## src/common/iwt_pkg.sv

```systemverilog
package iwt_pkg;
    // Register indices; byte addresses are index times four, so all are multiples of four
    localparam logic [7:0] IWT_IDX_TIMEOUT = 8'h00;
    localparam logic [7:0] IWT_IDX_MASK = 8'h01;
    localparam logic [7:0] IWT_IDX_STATE = 8'h02;
    localparam logic [7:0] IWT_IDX_IRQ_STATUS = 8'h04;
    localparam logic [7:0] IWT_IDX_IRQ_MASK = 8'h05;
    localparam logic [11:0] IWT_ADDR_TIMEOUT = {2'h0, IWT_IDX_TIMEOUT, 2'h0};
    localparam logic [11:0] IWT_ADDR_MASK = {2'h0, IWT_IDX_MASK, 2'h0};
    localparam logic [11:0] IWT_ADDR_STATE = {2'h0, IWT_IDX_STATE, 2'h0};
    localparam logic [11:0] IWT_ADDR_IRQ_STATUS = {2'h0, IWT_IDX_IRQ_STATUS, 2'h0};
    localparam logic [11:0] IWT_ADDR_IRQ_MASK = {2'h0, IWT_IDX_IRQ_MASK, 2'h0};

    // Field positions
    localparam int IWT_MASK_KEYBOARD_BIT = 0;
    localparam int IWT_MASK_MOUSE_BIT = 1;
    localparam int IWT_MASK_SER1_BIT = 2;
    localparam int IWT_MASK_SER2_BIT = 3;
    localparam int IWT_NUM_SOURCES = 4;
    localparam int IWT_STATE_EXPIRY_BIT = 0;
    localparam int IWT_STATE_UNIT_LO_BIT = 2;
    localparam int IWT_STATE_UNIT_HI_BIT = 7;
    localparam int IWT_IRQ_EXPIRED_BIT = 0;
    localparam int IWT_IRQ_TRIGGER_BIT = 1;

    // Reset values
    localparam logic [7:0] IWT_TIMEOUT_RESET = 8'h00;
    localparam logic [3:0] IWT_MASK_RESET = 4'h0;
    localparam logic [7:0] IWT_STATE_RESET = 8'h01;
    localparam logic [1:0] IWT_IRQ_RESET = 2'h0;

    // Timing
    localparam longint IWT_CLOCK_HZ = 25000000;
    localparam longint IWT_SECOND_NS = 1000000000;
    localparam longint IWT_CLOCK_PERIOD_NS = IWT_SECOND_NS / IWT_CLOCK_HZ;
    localparam longint IWT_CYCLES_PER_SECOND = IWT_SECOND_NS / IWT_CLOCK_PERIOD_NS;
    localparam int IWT_SECONDS_PER_MINUTE = 60;

    typedef enum logic {
        IWT_IDLE,
        IWT_COUNTING
    } iwt_state_t;
endpackage

```

## src/iwt_inactivity_watchdog.sv

```systemverilog
// Summary of operation
// - While counting, an enabled trigger source reloads the counter from the timeout value and restarts the countdown.
// - Mask bit 0 enables the keyboard interrupt as a trigger event.
// - Mask bit 1 enables the mouse interrupt as a trigger event.
// - Mask bit 2 enables the first serial port interrupt as a trigger event.
// - Mask bit 3 enables the second serial port interrupt as a trigger event.
// - The state register reads 01h after reset; activation sets bit 0 and leaves the unit bits unchanged.
// - State bit 0 always mirrors the expiry signal, 0 expired and 1 inactive.
// - Writing 80h to the state register sets time-unit bit 7.
// - Writing 84h then sets time-unit bit 2, and seconds are counted while bits 7 and 2 are both 1.
// - State bit 0 falls when the count reaches zero and stays low until a timeout write or reset.
// - A timeout write loads the counter and starts or restarts the countdown.
// - Any timeout write releases the expiry output, and a zero value deactivates the timer.
// - At zero the counter stops, the expiry output goes low and state bit 0 clears.
// - The interrupt output stays active while an enabled interrupt status bit is set, until it is written one to clear.
`timescale 1ns/100ps
`default_nettype none
module iwt_inactivity_watchdog
    import iwt_pkg::*;
#(
    parameter int CYCLES_PER_SECOND = int'(IWT_CYCLES_PER_SECOND)
) (
    input wire logic clock,
    input wire logic rst_n,
    input wire logic psel,
    input wire logic penable,
    input wire logic pwrite,
    input wire logic [11:0] paddr,
    input wire logic [31:0] pwdata,
    output logic [31:0] prdata,
    output logic pready,
    output logic pslverr,
    input wire logic keyboard_irq_source,
    input wire logic mouseIrq,
    input wire logic serial1Irq,
    input wire logic serial2Irq,
    output logic expiry_output_n,
    output logic irq
);
    ////////////////////////////////////////////////////////////////////////////
    // Trigger sources: two-flop synchronisers
    logic [IWT_NUM_SOURCES-1:0] rawSources;
    logic [IWT_NUM_SOURCES-1:0] syncStage1;
    logic [IWT_NUM_SOURCES-1:0] syncStage2;

    assign rawSources = {serial2Irq, serial1Irq, mouseIrq, keyboard_irq_source};

    genvar gi;
    generate
        for (gi = 0; gi < IWT_NUM_SOURCES; gi++) begin : g_sync
            always_ff @(posedge clock or negedge rst_n) begin
                if (!rst_n) begin
                    syncStage1[gi] <= 1'b0;
                    syncStage2[gi] <= 1'b0;
                end else begin
                    syncStage1[gi] <= rawSources[gi];
                    syncStage2[gi] <= syncStage1[gi];
                end
            end
        end
    endgenerate

    ////////////////////////////////////////////////////////////////////////////
    // Register state
    logic [7:0] timeout_reload_value;
    logic [3:0] trigger_event_mask;
    logic timeUnitHi;
    logic timeUnitLo;
    logic [1:0] irqStatus;
    logic [1:0] irqMask;
    logic [7:0] counter;
    logic expired;
    iwt_state_t state;

    logic [7:0] next_timeout_reload_value;
    logic [3:0] next_trigger_event_mask;
    logic next_timeUnitHi;
    logic next_timeUnitLo;
    logic [1:0] next_irqStatus;
    logic [1:0] next_irqMask;
    logic [7:0] next_counter;
    logic next_expired;
    iwt_state_t next_state;
    logic [31:0] next_prdata;
    logic next_pready;
    logic next_pslverr;
    logic next_expiry_output_n;
    logic next_irq;

    logic secondTick;
    logic minuteTick;
    logic unitTick;
    logic triggerEvent;
    logic busAccess;
    logic busWrite;
    logic timeoutWrite;
    logic prescalerRestart;
    logic mapped;
    logic [7:0] expiry_state;
    logic [1:0] irqEvents;

    ////////////////////////////////////////////////////////////////////////////
    // Time base
    iwt_prescaler #(
        .CYCLES_PER_SECOND(CYCLES_PER_SECOND),
        .SECONDS_PER_MINUTE(IWT_SECONDS_PER_MINUTE)
    ) u_prescaler (
        .clock(clock),
        .rst_n(rst_n),
        .restart(prescalerRestart),
        .secondTick(secondTick),
        .minuteTick(minuteTick)
    );

    // Seconds only once both unit bits are set, as the two-step write leaves them
    assign unitTick = (timeUnitHi && timeUnitLo) ? secondTick : minuteTick;

    // Each mask bit gates its own source
    assign triggerEvent = |(syncStage2 & trigger_event_mask);

    // A trigger restarts the whole unit, else a reload just before a tick would still expire early
    assign prescalerRestart = timeoutWrite || (triggerEvent && (state == IWT_COUNTING));

    ////////////////////////////////////////////////////////////////////////////
    // APB decode; one-wait-state slave, pready registered one cycle into the access phase
    assign busAccess = psel && penable && !pready;
    assign busWrite = busAccess && pwrite;
    assign timeoutWrite = busWrite && (paddr == IWT_ADDR_TIMEOUT);
    assign mapped = (paddr == IWT_ADDR_TIMEOUT) || (paddr == IWT_ADDR_MASK) ||
                    (paddr == IWT_ADDR_STATE) || (paddr == IWT_ADDR_IRQ_STATUS) ||
                    (paddr == IWT_ADDR_IRQ_MASK);

    always_comb begin
        expiry_state = 8'h0;
        expiry_state[IWT_STATE_UNIT_HI_BIT] = timeUnitHi;
        expiry_state[IWT_STATE_UNIT_LO_BIT] = timeUnitLo;
        expiry_state[IWT_STATE_EXPIRY_BIT] = !expired;
    end

    ////////////////////////////////////////////////////////////////////////////
    // Next-state logic
    always_comb begin
        next_timeout_reload_value = timeout_reload_value;
        next_trigger_event_mask = trigger_event_mask;
        next_timeUnitHi = timeUnitHi;
        next_timeUnitLo = timeUnitLo;
        next_irqMask = irqMask;
        next_counter = counter;
        next_expired = expired;
        next_state = state;
        next_prdata = 32'h0;
        next_pready = busAccess;
        next_pslverr = busAccess && !mapped;
        irqEvents = 2'h0;

        case (state)
            IWT_IDLE: begin
                next_expired = expired;
            end
            IWT_COUNTING: begin
                if (triggerEvent) begin
                    next_counter = timeout_reload_value;
                end else if (unitTick) begin
                    if (counter == 8'h1) begin
                        next_counter = 8'h0;
                        next_expired = 1'b1;
                        next_state = IWT_IDLE;
                        irqEvents[IWT_IRQ_EXPIRED_BIT] = 1'b1;
                    end else begin
                        next_counter = counter - 8'h1;
                    end
                end
                if (triggerEvent) begin
                    irqEvents[IWT_IRQ_TRIGGER_BIT] = 1'b1;
                end
            end
            default: begin
                next_state = IWT_IDLE;
            end
        endcase

        if (busWrite) begin
            case (paddr)
                IWT_ADDR_TIMEOUT: begin
                    next_timeout_reload_value = pwdata[7:0];
                    next_counter = pwdata[7:0];
                    next_expired = 1'b0;
                    // Activation sets the expiry bit; unit bits survive so seconds can be chosen first
                    if (pwdata[7:0] != 8'h0) begin
                        next_state = IWT_COUNTING;
                    end else begin
                        next_state = IWT_IDLE;
                    end
                end
                IWT_ADDR_MASK: begin
                    next_trigger_event_mask = pwdata[3:0];
                end
                IWT_ADDR_STATE: begin
                    // Unit bits are writable although the register reads as status
                    next_timeUnitHi = pwdata[IWT_STATE_UNIT_HI_BIT];
                    next_timeUnitLo = pwdata[IWT_STATE_UNIT_LO_BIT];
                end
                IWT_ADDR_IRQ_MASK: begin
                    next_irqMask = pwdata[1:0];
                end
                default: begin
                    next_irqMask = irqMask;
                end
            endcase
        end

        if (busAccess && !pwrite) begin
            case (paddr)
                IWT_ADDR_TIMEOUT: next_prdata = {24'h0, timeout_reload_value};
                IWT_ADDR_MASK: next_prdata = {28'h0, trigger_event_mask};
                IWT_ADDR_STATE: next_prdata = {24'h0, expiry_state};
                IWT_ADDR_IRQ_STATUS: next_prdata = {30'h0, irqStatus};
                IWT_ADDR_IRQ_MASK: next_prdata = {30'h0, irqMask};
                default: next_prdata = 32'h0;
            endcase
        end

        // New events win over a simultaneous write-one-to-clear
        next_irqStatus = irqStatus;
        if (busWrite && paddr == IWT_ADDR_IRQ_STATUS) begin
            next_irqStatus = irqStatus & ~pwdata[1:0];
        end
        next_irqStatus = next_irqStatus | irqEvents;

        next_expiry_output_n = !next_expired;
        // Status bits are sticky until written one to clear, so the line holds until software clears them
        next_irq = |(next_irqStatus & next_irqMask);
    end

    ////////////////////////////////////////////////////////////////////////////
    // Registers
    always_ff @(posedge clock or negedge rst_n) begin
        if (!rst_n) begin
            timeout_reload_value <= IWT_TIMEOUT_RESET;
            trigger_event_mask <= IWT_MASK_RESET;
            timeUnitHi <= IWT_STATE_RESET[IWT_STATE_UNIT_HI_BIT];
            timeUnitLo <= IWT_STATE_RESET[IWT_STATE_UNIT_LO_BIT];
            irqStatus <= IWT_IRQ_RESET;
            irqMask <= IWT_IRQ_RESET;
            counter <= IWT_TIMEOUT_RESET;
            expired <= !IWT_STATE_RESET[IWT_STATE_EXPIRY_BIT];
            state <= IWT_IDLE;
            prdata <= 32'h0;
            pready <= 1'b0;
            pslverr <= 1'b0;
            expiry_output_n <= 1'b1;
            irq <= 1'b0;
        end else begin
            timeout_reload_value <= next_timeout_reload_value;
            trigger_event_mask <= next_trigger_event_mask;
            timeUnitHi <= next_timeUnitHi;
            timeUnitLo <= next_timeUnitLo;
            irqStatus <= next_irqStatus;
            irqMask <= next_irqMask;
            counter <= next_counter;
            expired <= next_expired;
            state <= next_state;
            prdata <= next_prdata;
            pready <= next_pready;
            pslverr <= next_pslverr;
            expiry_output_n <= next_expiry_output_n;
            irq <= next_irq;
        end
    end
endmodule
`default_nettype wire

```

## src/iwt_prescaler.sv

```systemverilog
`timescale 1ns/100ps
`default_nettype none
module iwt_prescaler
    import iwt_pkg::*;
#(
    parameter int CYCLES_PER_SECOND = int'(IWT_CYCLES_PER_SECOND),
    parameter int SECONDS_PER_MINUTE = IWT_SECONDS_PER_MINUTE
) (
    input wire logic clock,
    input wire logic rst_n,
    input wire logic restart,
    output logic secondTick,
    output logic minuteTick
);
    logic [31:0] cycleCount;
    logic [7:0] secondCount;
    logic [31:0] next_cycleCount;
    logic [7:0] next_secondCount;
    logic next_secondTick;
    logic next_minuteTick;

    // Restart aligns the first tick a full unit after a timeout write
    always_comb begin
        next_cycleCount = cycleCount + 32'h1;
        next_secondCount = secondCount;
        next_secondTick = 1'b0;
        next_minuteTick = 1'b0;
        if (restart) begin
            next_cycleCount = 32'h0;
            next_secondCount = 8'h0;
        end else if (cycleCount == 32'(CYCLES_PER_SECOND - 1)) begin
            next_cycleCount = 32'h0;
            next_secondTick = 1'b1;
            if (secondCount == 8'(SECONDS_PER_MINUTE - 1)) begin
                next_secondCount = 8'h0;
                next_minuteTick = 1'b1;
            end else begin
                next_secondCount = secondCount + 8'h1;
            end
        end
    end

    always_ff @(posedge clock or negedge rst_n) begin
        if (!rst_n) begin
            cycleCount <= 32'h0;
            secondCount <= 8'h0;
            secondTick <= 1'b0;
            minuteTick <= 1'b0;
        end else begin
            cycleCount <= next_cycleCount;
            secondCount <= next_secondCount;
            secondTick <= next_secondTick;
            minuteTick <= next_minuteTick;
        end
    end
endmodule
`default_nettype wire
```

## config.mk

```make
export PLATFORM = sky130hd
export DESIGN_NAME = iwt_inactivity_watchdog
export DESIGN_NICKNAME = d
export VERILOG_FILES = /design/src/common/iwt_pkg.sv /design/src/iwt_inactivity_watchdog.sv /design/src/iwt_prescaler.sv
export SDC_FILE = /design/constraint.sdc
export NUM_CORES = 1
export LEC_CHECK = 0
export ABC_CLOCK_PERIOD_IN_PS = 2700
export BUFFER_PORTS_ARGS = -buffer_cell sky130_fd_sc_hd__buf_4
export CORE_MARGIN = 1.5
export CORE_UTILIZATION = 57
export CTS_BUF_LIST = sky130_fd_sc_hd__clkbuf_4 sky130_fd_sc_hd__clkbuf_8
export DETAILED_ROUTE_END_ITERATION = 10
export PLACE_DENSITY = 0.82
export SETUP_SLACK_MARGIN = 0.1
export SYNTH_ARGS = -nofsm -noshare
export SYNTH_HDL_FRONTEND = slang
export SYNTH_SLANG_ARGS = --single-unit
```

## constraint.sdc

```tcl
create_clock -name clock -period 2.7 [get_ports clock]
set_input_delay 0.27 -clock clock [delete_from_list [all_inputs] [get_ports clock]]
set_output_delay 0.27 -clock clock [all_outputs]
set_load 0.05 [all_outputs]
```

# After elaboration in Yosys (flattened, before gate mapping)
# Cells that the tools add are included.
[word_totals] register_bits=114 latch_bits=0 ram_bits=0 romBits=0 inputBits=53 wordCells=109 mem_count=0
[classes] n_addsub=3 mul=0 n_div=0 magnitude_cmp=0 n_eq_ne=7 shift=0 mux=40 n_bitwise=6 n_reduce_logical=27
[op_table] cell="8-bit two-way mux" n=10
[op_table] cell="32-bit two-way mux" n=2
[op_table] cell="8-bit one-hot mux with 5 select lines" n=1
[op_table] cell="32-bit by 1-bit adder with 32-bit output (second input constant)" n=1
[op_table] cell="32-bit by 25-bit equality test with 1-bit output (second input constant)" n=1
[op_table] cell="12-bit by 5-bit equality test with 1-bit output (second input constant)" n=2
[op_table] cell="1-bit two-way mux" n=22
[op_table] cell="12-bit by 3-bit equality test with 1-bit output (second input constant)" n=1
[op_table] cell="12-bit by 4-bit equality test with 1-bit output (second input constant)" n=1
[op_table] cell="12-bit zero test" n=1
[op_table] cell="1-bit logical AND" n=9
[op_table] cell="8-bit by 1-bit adder with 8-bit output (second input constant)" n=1
[op_table] cell="8-bit by 1-bit equality test with 1-bit output (second input constant)" n=1
[op_table] cell="8-bit by 6-bit equality test with 1-bit output (second input constant)" n=1
[op_table] cell="2-bit two-way mux" n=4
[op_table] cell="8-bit nonzero test" n=1
[op_table] cell="8-bit by 1-bit subtractor with 8-bit output (second input constant)" n=1
[op_table] cell="2-bit AND reduction" n=3
[op_table] cell="1-bit zero test" n=5
[op_table] cell="1-bit logical OR" n=5
[op_table] cell="2-bit AND" n=2
[op_table] cell="4-bit AND" n=1
[op_table] cell="4-bit OR reduction" n=1
[op_table] cell="2-bit inverter" n=1
[op_table] cell="5 further kinds" n=5

# Depth between registers and ports, before layout
# Gate-level depths: netlist of the first run.
[depth] depth_word=8 depth_mapped=8 mapped_depth_nobuf=7

# Hierarchy
# Synthesis of the first run repeated with hierarchy kept, for this count alone.
[unflattened] hier_cells=470 hier_area_um2=4679.5
[modules_own_cells] module="iwt_inactivity_watchdog" n_inst=1 cells_each=236 area_per_inst_um2=2481.1
[modules_own_cells] module="iwt_prescaler" n_inst=1 cells_each=234 area_per_inst_um2=2198.4

# Worst setup path after synthesis of the first run
# Ideal clock, no wire load.
[synth_timing] path_type="reg-to-reg" startpoint="register u_prescaler.cycleCount[11]" endpoint="register u_prescaler.secondCount[6]" setup_time_ps=80 arrival_time_ps=2178 required_time_ps=2620 path_slack_ps=442 stages_incl_launch_ff=7 path_buffers=1 cell_sequence="dfrtp_1 > nand4_1 > or4_1 > or4_1 > buf_2 > or4_1 > a21oi_1"
[synth_via] elab_chain_len=2
[synth_rtl] element="start: declaration" line_no="iwt_prescaler.sv:15" text="logic [31:0] cycleCount;"
[synth_rtl] element="start signal: assignment" line_no="iwt_prescaler.sv:50" text="cycleCount <= next_cycleCount;"
[synth_rtl] element="32-bit by 25-bit equality test with 1-bit output" line_no="iwt_prescaler.sv:31" text="end else if (cycleCount == 32'(CYCLES_PER_SECOND - 1)) begin"
[synth_rtl] element="2-bit nonzero test (no source line)"
[synth_rtl] element="end signal: assignment" line_no="iwt_prescaler.sv:51" text="secondCount <= next_secondCount;"
[synth_rtl] element="end: declaration" line_no="iwt_prescaler.sv:16" text="logic [7:0] secondCount;"
# Every way passes these cells.
# A chain may end at the register's enable or synchronous reset.

# Final worst setup path of the first run
[layout_timing] startpoint="register u_prescaler.cycleCount[11]" endpoint="register u_prescaler.secondCount[3]"
# The elaborated chain is that of the path after synthesis.

==> results.json, run 1 <==
{
  "status": "complete, no violations",
  "powerDensity_nw_per_um2": 539.7,
  "dieArea_um2": 8356,
  "switching_share": 0.2819,
  "ys_ff_latch": 90,
  "final-setup-viol-count": 0,
  "final_area_um2": 5047,
  "worstHoldPathCells": 1,
  "internal_power_mw": 1.956,
  "grt_pass1_wl_um": 15300,
  "min_path_type": "in -> reg",
  "layout_common_cells": "dfrtp_1 (89), nor2_1 (55), buf_4 (49)",
  "min_period_ns": 2.406,
  "drc": 0,
  "routed-via-count": 3412,
  "r2r-start": "u_prescaler.cycleCount[11]",
  "worst_ep_arrival_time_ns": 2.68,
  "end_kind": "flop",
  "die_h_um": 91.41,
  "max_freq_ghz": 0.4156,
  "power.switching_uw": 767.8,
  "rsz0062_at_grt": "no",
  "diodes": 0,
  "place.detailed.hpwl_um": 6572,
  "wl_um": 9223,
  "clockPowerShare": 0.330,
  "port_buffers": 40,
  "ir_worst_vdd_v": 0.0004484,
  "comb_power_share": 0.120,
  "reg2reg_depth": 5,
  "skew_ns": 0.006924,
  "netlist_area_um2": 4456,
  "seqPwrFrac": 0.550,
  "crit_type": "reg -> reg",
  "netlist_instances": 449,
  "cts_tree": "built",
  "ys_types": 47,
  "fillers": 590,
  "mostFrequentLayoutCell": "dfrtp_1",
  "clock_latency_ns": 0.35,
  "ff2ff_setup_slack_ns": 0.29,
  "worstPathMaxFanout": 9,
  "antenna_found_initial": 0,
  "drt_pass1_iterations": 5,
  "setup-tns-final_ns": 0,
  "start_util": 0.5826,
  "critical_path.startpoint_type": "flop",
  "ant_nets": 0,
  "htreeDepth": 3,
  "cts-root-buf": "clkbuf_8",
  "vias_per_cell": 5.640,
  "min_to": "syncStage1[0]",
  "cts_sinks": 90,
  "placed_cell_area_um2": 4830,
  "p_leak_nw": 2.373,
  "grt_pass1_vias": 3260,
  "drt_iter0_drc": 288,
  "required_ns": 2.98,
  "async_flop_share": 1.000,
  "cts.clk_slew.worst_paths_ns": 0.09,
  "overflow": 0,
  "synth-edff-count": 0,
  "nets": 555,
  "finalHoldViolations": 0,
  "num_rows": 32,
  "drv_slew": 0,
  "syn_area_per_cell_um2": 9.923,
  "area_delta_synth_final_pct": 13.28,
  "relSlewSlack": 0.5202,
  "routedWlPerCell_um": 15.24,
  "die_w_um": 91.41,
  "synth_top_flop_cell": "dfrtp_1",
  "drive_gt1_frac": 0.1630,
  "coreArea_um2": 7647,
  "fin_crit_sh": 0.8911,
  "grtUsageTotal": 0.2337,
  "cts.path.max_buffers": 2,
  "max-cap-violations": 0,
  "num_io_pins": 89,
  "ys_warn_count": 0,
  "whs_ns": 0.01937,
  "worstMarginPinSlew_ns": 0.7196,
  "cts-buffers-inserted": 9,
  "seq_area_frac_synth": 0.5058,
  "r2r-end": "u_prescaler.secondCount[3]",
  "gp_congestion": 0.8963,
  "grt_max_degree": 48,
  "holdCritStartpoint": "keyboard_irq_source"
}
## worst max-delay path: stages, from the launching register on
cell     delay, ns
dfrtp_1       0.39
nand4_1       0.20
or4_1         0.47
or4_1         0.70
or3b_1        0.40
a21oi_1       0.15
## cell families (layout without fill, tap and decap cells)
| kind of cell | count (synthesis) | after routing | share of synthesized area |
|---|---|---|---|
| flops | 90 | 90 | 0.5058 |
| other cells | 1 | 24 | 0.0008417 |
| fa+ha+maj | 4 | 4 | 0.01123 |
| xor+xnor | 32 | 32 | 0.06290 |
| buf+inv | 49 | 80 | 0.06234 |
| simple gates | 201 | 201 | 0.2306 |
| compound gates | 56 | 56 | 0.08256 |
| mux | 16 | 16 | 0.04381 |
## state kept, by name (all words and copies together), names as in the netlist
signal	count
u_prescaler.cycleCount	32
counter	8
prdata	8
timeout_reload_value	8
u_prescaler.secondCount	8
syncStage1	4
syncStage2	4
trigger_event_mask	4
irqMask	2
irqStatus	2
expired	1
expiry_output_n	1
irq	1
pready	1
pslverr	1
state	1
timeUnitHi	1
timeUnitLo	1
u_prescaler.minuteTick	1
u_prescaler.secondTick	1
## how the worst max path moves through the flow
stage | cells after the start | endpoint | slack [ns] | startpoint
finish | 5 | u_prescaler.secondCount[3] | 0.29 | u_prescaler.cycleCount[11]
global route | 6 | u_prescaler.secondCount[7] | 0.17 | u_prescaler.cycleCount[0]
CTS | 5 | u_prescaler.secondCount[7] | 0.17 | u_prescaler.cycleCount[11]
detailed placement | 5 | u_prescaler.secondCount[7] | 0.17 | u_prescaler.cycleCount[11]
global placement | 5 | u_prescaler.secondCount[7] | 0.28 | u_prescaler.cycleCount[11]
floorplan | 6 | u_prescaler.secondCount[6] | 0.44 | u_prescaler.cycleCount[11]
## synthesized netlist by cell type (2+ instances only)
master	n	area, um2
nand4_1	15	93.84
a21oi_1	15	75.07
clkbuf_1	10	37.54
nor3b_1	2	15.01
a221o_1	5	50.05
buf_2	3	15.01
mux2i_1	6	60.06
o21ai_0	13	65.06
or3_1	10	62.56
nor3_1	12	60.06
nor4_1	11	68.82
xor2_1	22	192.7
mux4_2	2	45.04
nor2_1	55	206.5
and2_1	9	56.30
nand4b_1	2	17.52
nand3_1	14	70.07
xnor2_1	10	87.58
a22oi_1	9	67.56
inv_1	11	41.29
or4_1	8	60.06
and3_1	7	43.79
dfrtp_1	89	2227
o31ai_1	2	15.01
buf_4	24	180.2
a211o_1	3	26.28
or2_2	2	12.51
and4_1	3	26.28
nand2_1	43	161.4
a21o_1	3	22.52
nor4b_1	3	26.28
mux2_2	8	90.09
ha_1	4	50.05
## final cells by class
type | instances | area (um2) | share of cell area
sequential | 90 | 2253 | 0.4465
multi-input combinational | 333 | 2019 | 0.4001
timing repair buffer | 52 | 407.9 | 0.08081
tap | 102 | 127.6 | 0.02529
clock buffer | 9 | 123.9 | 0.02454
clock inverter | 7 | 70.07 | 0.01388
inverter | 12 | 45.04 | 0.008924
## metrics by stage
step	total power [mW]	util	instances	setup WS, ns
global route	2.849	0.6600	605	0.1708
floorplan	1.758	-	472	0.4419
detailed placement	1.847	0.6315	587	0.1701
global placement	1.830	0.6315	587	0.2813
CTS	2.742	0.6582	604	0.1732
finish	2.724	0.6600	605	0.2940
## power by group through the flow
stage               logic, mW  clock network (mW)  registers (mW)
floorplan               0.249                   0            1.51
global placement        0.314                   0            1.52
detailed placement      0.324                   0            1.52
CTS                     0.327               0.918            1.50
global route            0.365               0.974            1.51
finish                  0.327               0.899            1.50
## per-layer routing
| layer | track usage | part of all wire | up-vias |
|---|---|---|---|
| li1 | - | - | 1627 |
| met1 | 0.3177 | 0.46 | 1661 |
| met2 | 0.3613 | 0.47 | 113 |
| met3 | 0.05863 | 0.059 | 11 |
| met4 | 0.08984 | 0.014 | 0 |
| met5 | 0 | 0 | - |
## repair_timing
| action | CTS | global route |
|---|---|---|
| buffers inserted | 0 | 0 |
| hold endpoints to repair | 45 | 1 |
| endpoints found under the setup margin | 0 | 2 |
| resized for setup | 0 | 1 |
| hold buffers | 1 | 1 |
No activity file was read; power rests on OpenSTA's default activity.
==> run 2: changes to the inputs <==
--- a/config.mk
+++ b/config.mk
@@ -8,10 +8,10 @@
 export ABC_CLOCK_PERIOD_IN_PS = 2700
 export BUFFER_PORTS_ARGS = -buffer_cell sky130_fd_sc_hd__buf_4
 export CORE_MARGIN = 1.5
-export CORE_UTILIZATION = 57
+export CORE_UTILIZATION = 45
 export CTS_BUF_LIST = sky130_fd_sc_hd__clkbuf_4 sky130_fd_sc_hd__clkbuf_8
 export DETAILED_ROUTE_END_ITERATION = 10
-export PLACE_DENSITY = 0.82
+export PLACE_DENSITY = 0.67
 export SETUP_SLACK_MARGIN = 0.1
 export SYNTH_ARGS = -nofsm -noshare
 export SYNTH_HDL_FRONTEND = slang
==> results.json, run 2 (synthesized netlist as in run 1, its figures left out) <==
{
  "drt_pass1_iterations": 4,
  "drc": 0,
  "num_rows": 36,
  "max_freq_ghz": 0.4103,
  "skew_ns": 0.007966,
  "gp_congestion": 0.8527,
  "fin_crit_sh": 0.9027,
  "final-setup-viol-count": 0,
  "cts_sinks": 90,
  "worst_ep_arrival_time_ns": 2.71,
  "cpMaxStageDelayCell": "or4_1",
  "cts.clk_slew.worst_paths_ns": 0.08,
  "diodes": 0,
  "cts-buffers-inserted": 9,
  "ir_worst_vdd_v": 0.0003929,
  "port_buffers": 40,
  "powerDensity_nw_per_um2": 568.9,
  "required_ns": 2.97,
  "grt_pass1_vias": 3099,
  "finalHoldViolations": 0,
  "wl_um": 9147,
  "cts_setup_buffers": 0,
  "cpPeakStageDelay_ns": 0.74,
  "grt.met2_usage": 0.2644,
  "overflow": 0,
  "use_met3": 0.03390,
  "start_util": 0.4601,
  "routed-via-count": 3416,
  "finalPower_mw": 2.924,
  "crit_type": "reg -> reg",
  "worstPathMaxFanout": 9,
  "dieArea_um2": 10510,
  "largest_reg_flops": 32,
  "area_delta_synth_final_pct": 15.36,
  "status": "complete, no violations",
  "mostFrequentLayoutCell": "dfrtp_1",
  "p_leak_nw": 2.414,
  "crit_chain": "ha_1, and4_1, nand4_1, or4_1, or3_1, a21oi_1",
  "cts-root-buf": "clkbuf_8",
  "grt_pass1_wl_um": 14710,
  "antenna_found_initial": 0,
  "rsz0062_at_grt": "no",
  "top_usage_layer": "met2",
  "num_io_pins": 89,
  "grtUsageTotal": 0.1829,
  "max-cap-violations": 0,
  "die_h_um": 102.5,
  "worstMarginPinSlew_ns": 0.5932,
  "layout_common_cells": "dfrtp_1 (89), nor2_1 (55), buf_4 (50)",
  "drive_gt1_frac": 0.1633,
  "min_path_type": "in -> reg",
  "drt_iter0_drc": 223,
  "htreeDepth": 3,
  "grt_max_degree": 46,
  "drv_slew": 0,
  "cts_tree": "built",
  "vias_per_cell": 5.380,
  "place.detailed.hpwl_um": 6453,
  "ant_nets": 0,
  "largest-register": "u_prescaler.cycleCount",
  "grtUsageMet1": 0.2621,
  "setup-tns-final_ns": 0,
  "nets": 555,
  "routedWlPerCell_um": 14.40,
  "min_period_ns": 2.437,
  "die_w_um": 102.5,
  "coreArea_um2": 9684,
  "clock_latency_ns": 0.36,
  "relSlewSlack": 0.6046,
  "end_kind": "flop",
  "cts.path.max_buffers": 2,
  "critical_path.startpoint_type": "flop"
}
run 2: cell types whose count changed in the layout (fill, tap and decap cells not counted), sizes merged:
cell         previous run  this run
clkinvlp                4         0
bufinv                  1         3
clkbuf                  9        11
buf                    50        51
clkinv                  3         2
dlygate4sd3             2         1
run 2: critical path: cells and delay by family, from the launching register on:
family / cells / cell delay [ns]
and+or+nand+nor: 4 / 1.56
DFF: 1 / 0.39
AOI/OAI and AO/OA: 1 / 0.16
adders and majority gates: 1 / 0.23
run 2: final cells by class:
| class | count | area (um2) |
|---|---|---|
| fill | 862 | 4544 |
| clock buffer | 11 | 151.4 |
| timing repair buffer | 52 | 405.4 |
| multi-input combinational | 333 | 2019 |
| sequential | 90 | 2253 |
| clock inverter | 4 | 98.84 |
| inverter | 12 | 45.04 |
| tap | 133 | 166.4 |
run 2: worst paths after layout:
check / start / endpoint / slack (ns) / depth (start not counted)
min: serial2Irq / syncStage1[3] / 0.02 / 1
min reg2reg: syncStage1[3] / syncStage2[3] / 0.35 / 0
max: u_prescaler.cycleCount[0] / u_prescaler.secondCount[5] / 0.26 / 6
max reg2reg: u_prescaler.cycleCount[0] / u_prescaler.secondCount[5] / 0.26 / 6
min in group asynchronous: rst_n / state / 0.46 / 2
max in group asynchronous: rst_n / expiry_output_n / 1.49 / 3
run 2: where the power goes:
| part | total (mW) | switching, mW | internal, mW | leakage (nW) |
|---|---|---|---|---|
| Sequential | 1.49 | 0.0788 | 1.41 | 1.17 |
| Clock | 1.11 | 0.446 | 0.662 | 0.126 |
| Combinational | 0.323 | 0.206 | 0.117 | 1.12 |
| Total | 2.92 | 0.731 | 2.19 | 2.41 |
run 2: stage by stage:
stage          cells  cell area (um2)  utilization  setup slack [ns]  hold slack, ns
6_report         635             5140       0.5307            0.2628         0.02201
4_1_cts          635             5136       0.5304            0.2069        0.005932
3_5_place_dp     619             4876       0.5035            0.2112          0.3193
2_1_floorplan    472             4542            -            0.4419        -0.02559
5_1_grt          635             5140       0.5307            0.1045        0.003798
3_3_place_gp     619             4876       0.5035            0.2645          0.3160
run 2: repair_timing:
item	4_1_cts	5_1_grt
endpoints found under the hold margin	43	0
endpoints found under the setup margin	0	2
resized for setup	0	1
hold buffers	1	0
run 2: metal layers:
layer / share of wire / vias to the layer above
met4: 0.028 / 0
li1: - / 1634
met1: 0.47 / 1653
met2: 0.45 / 106
met3: 0.052 / 23
met5: 0 / -
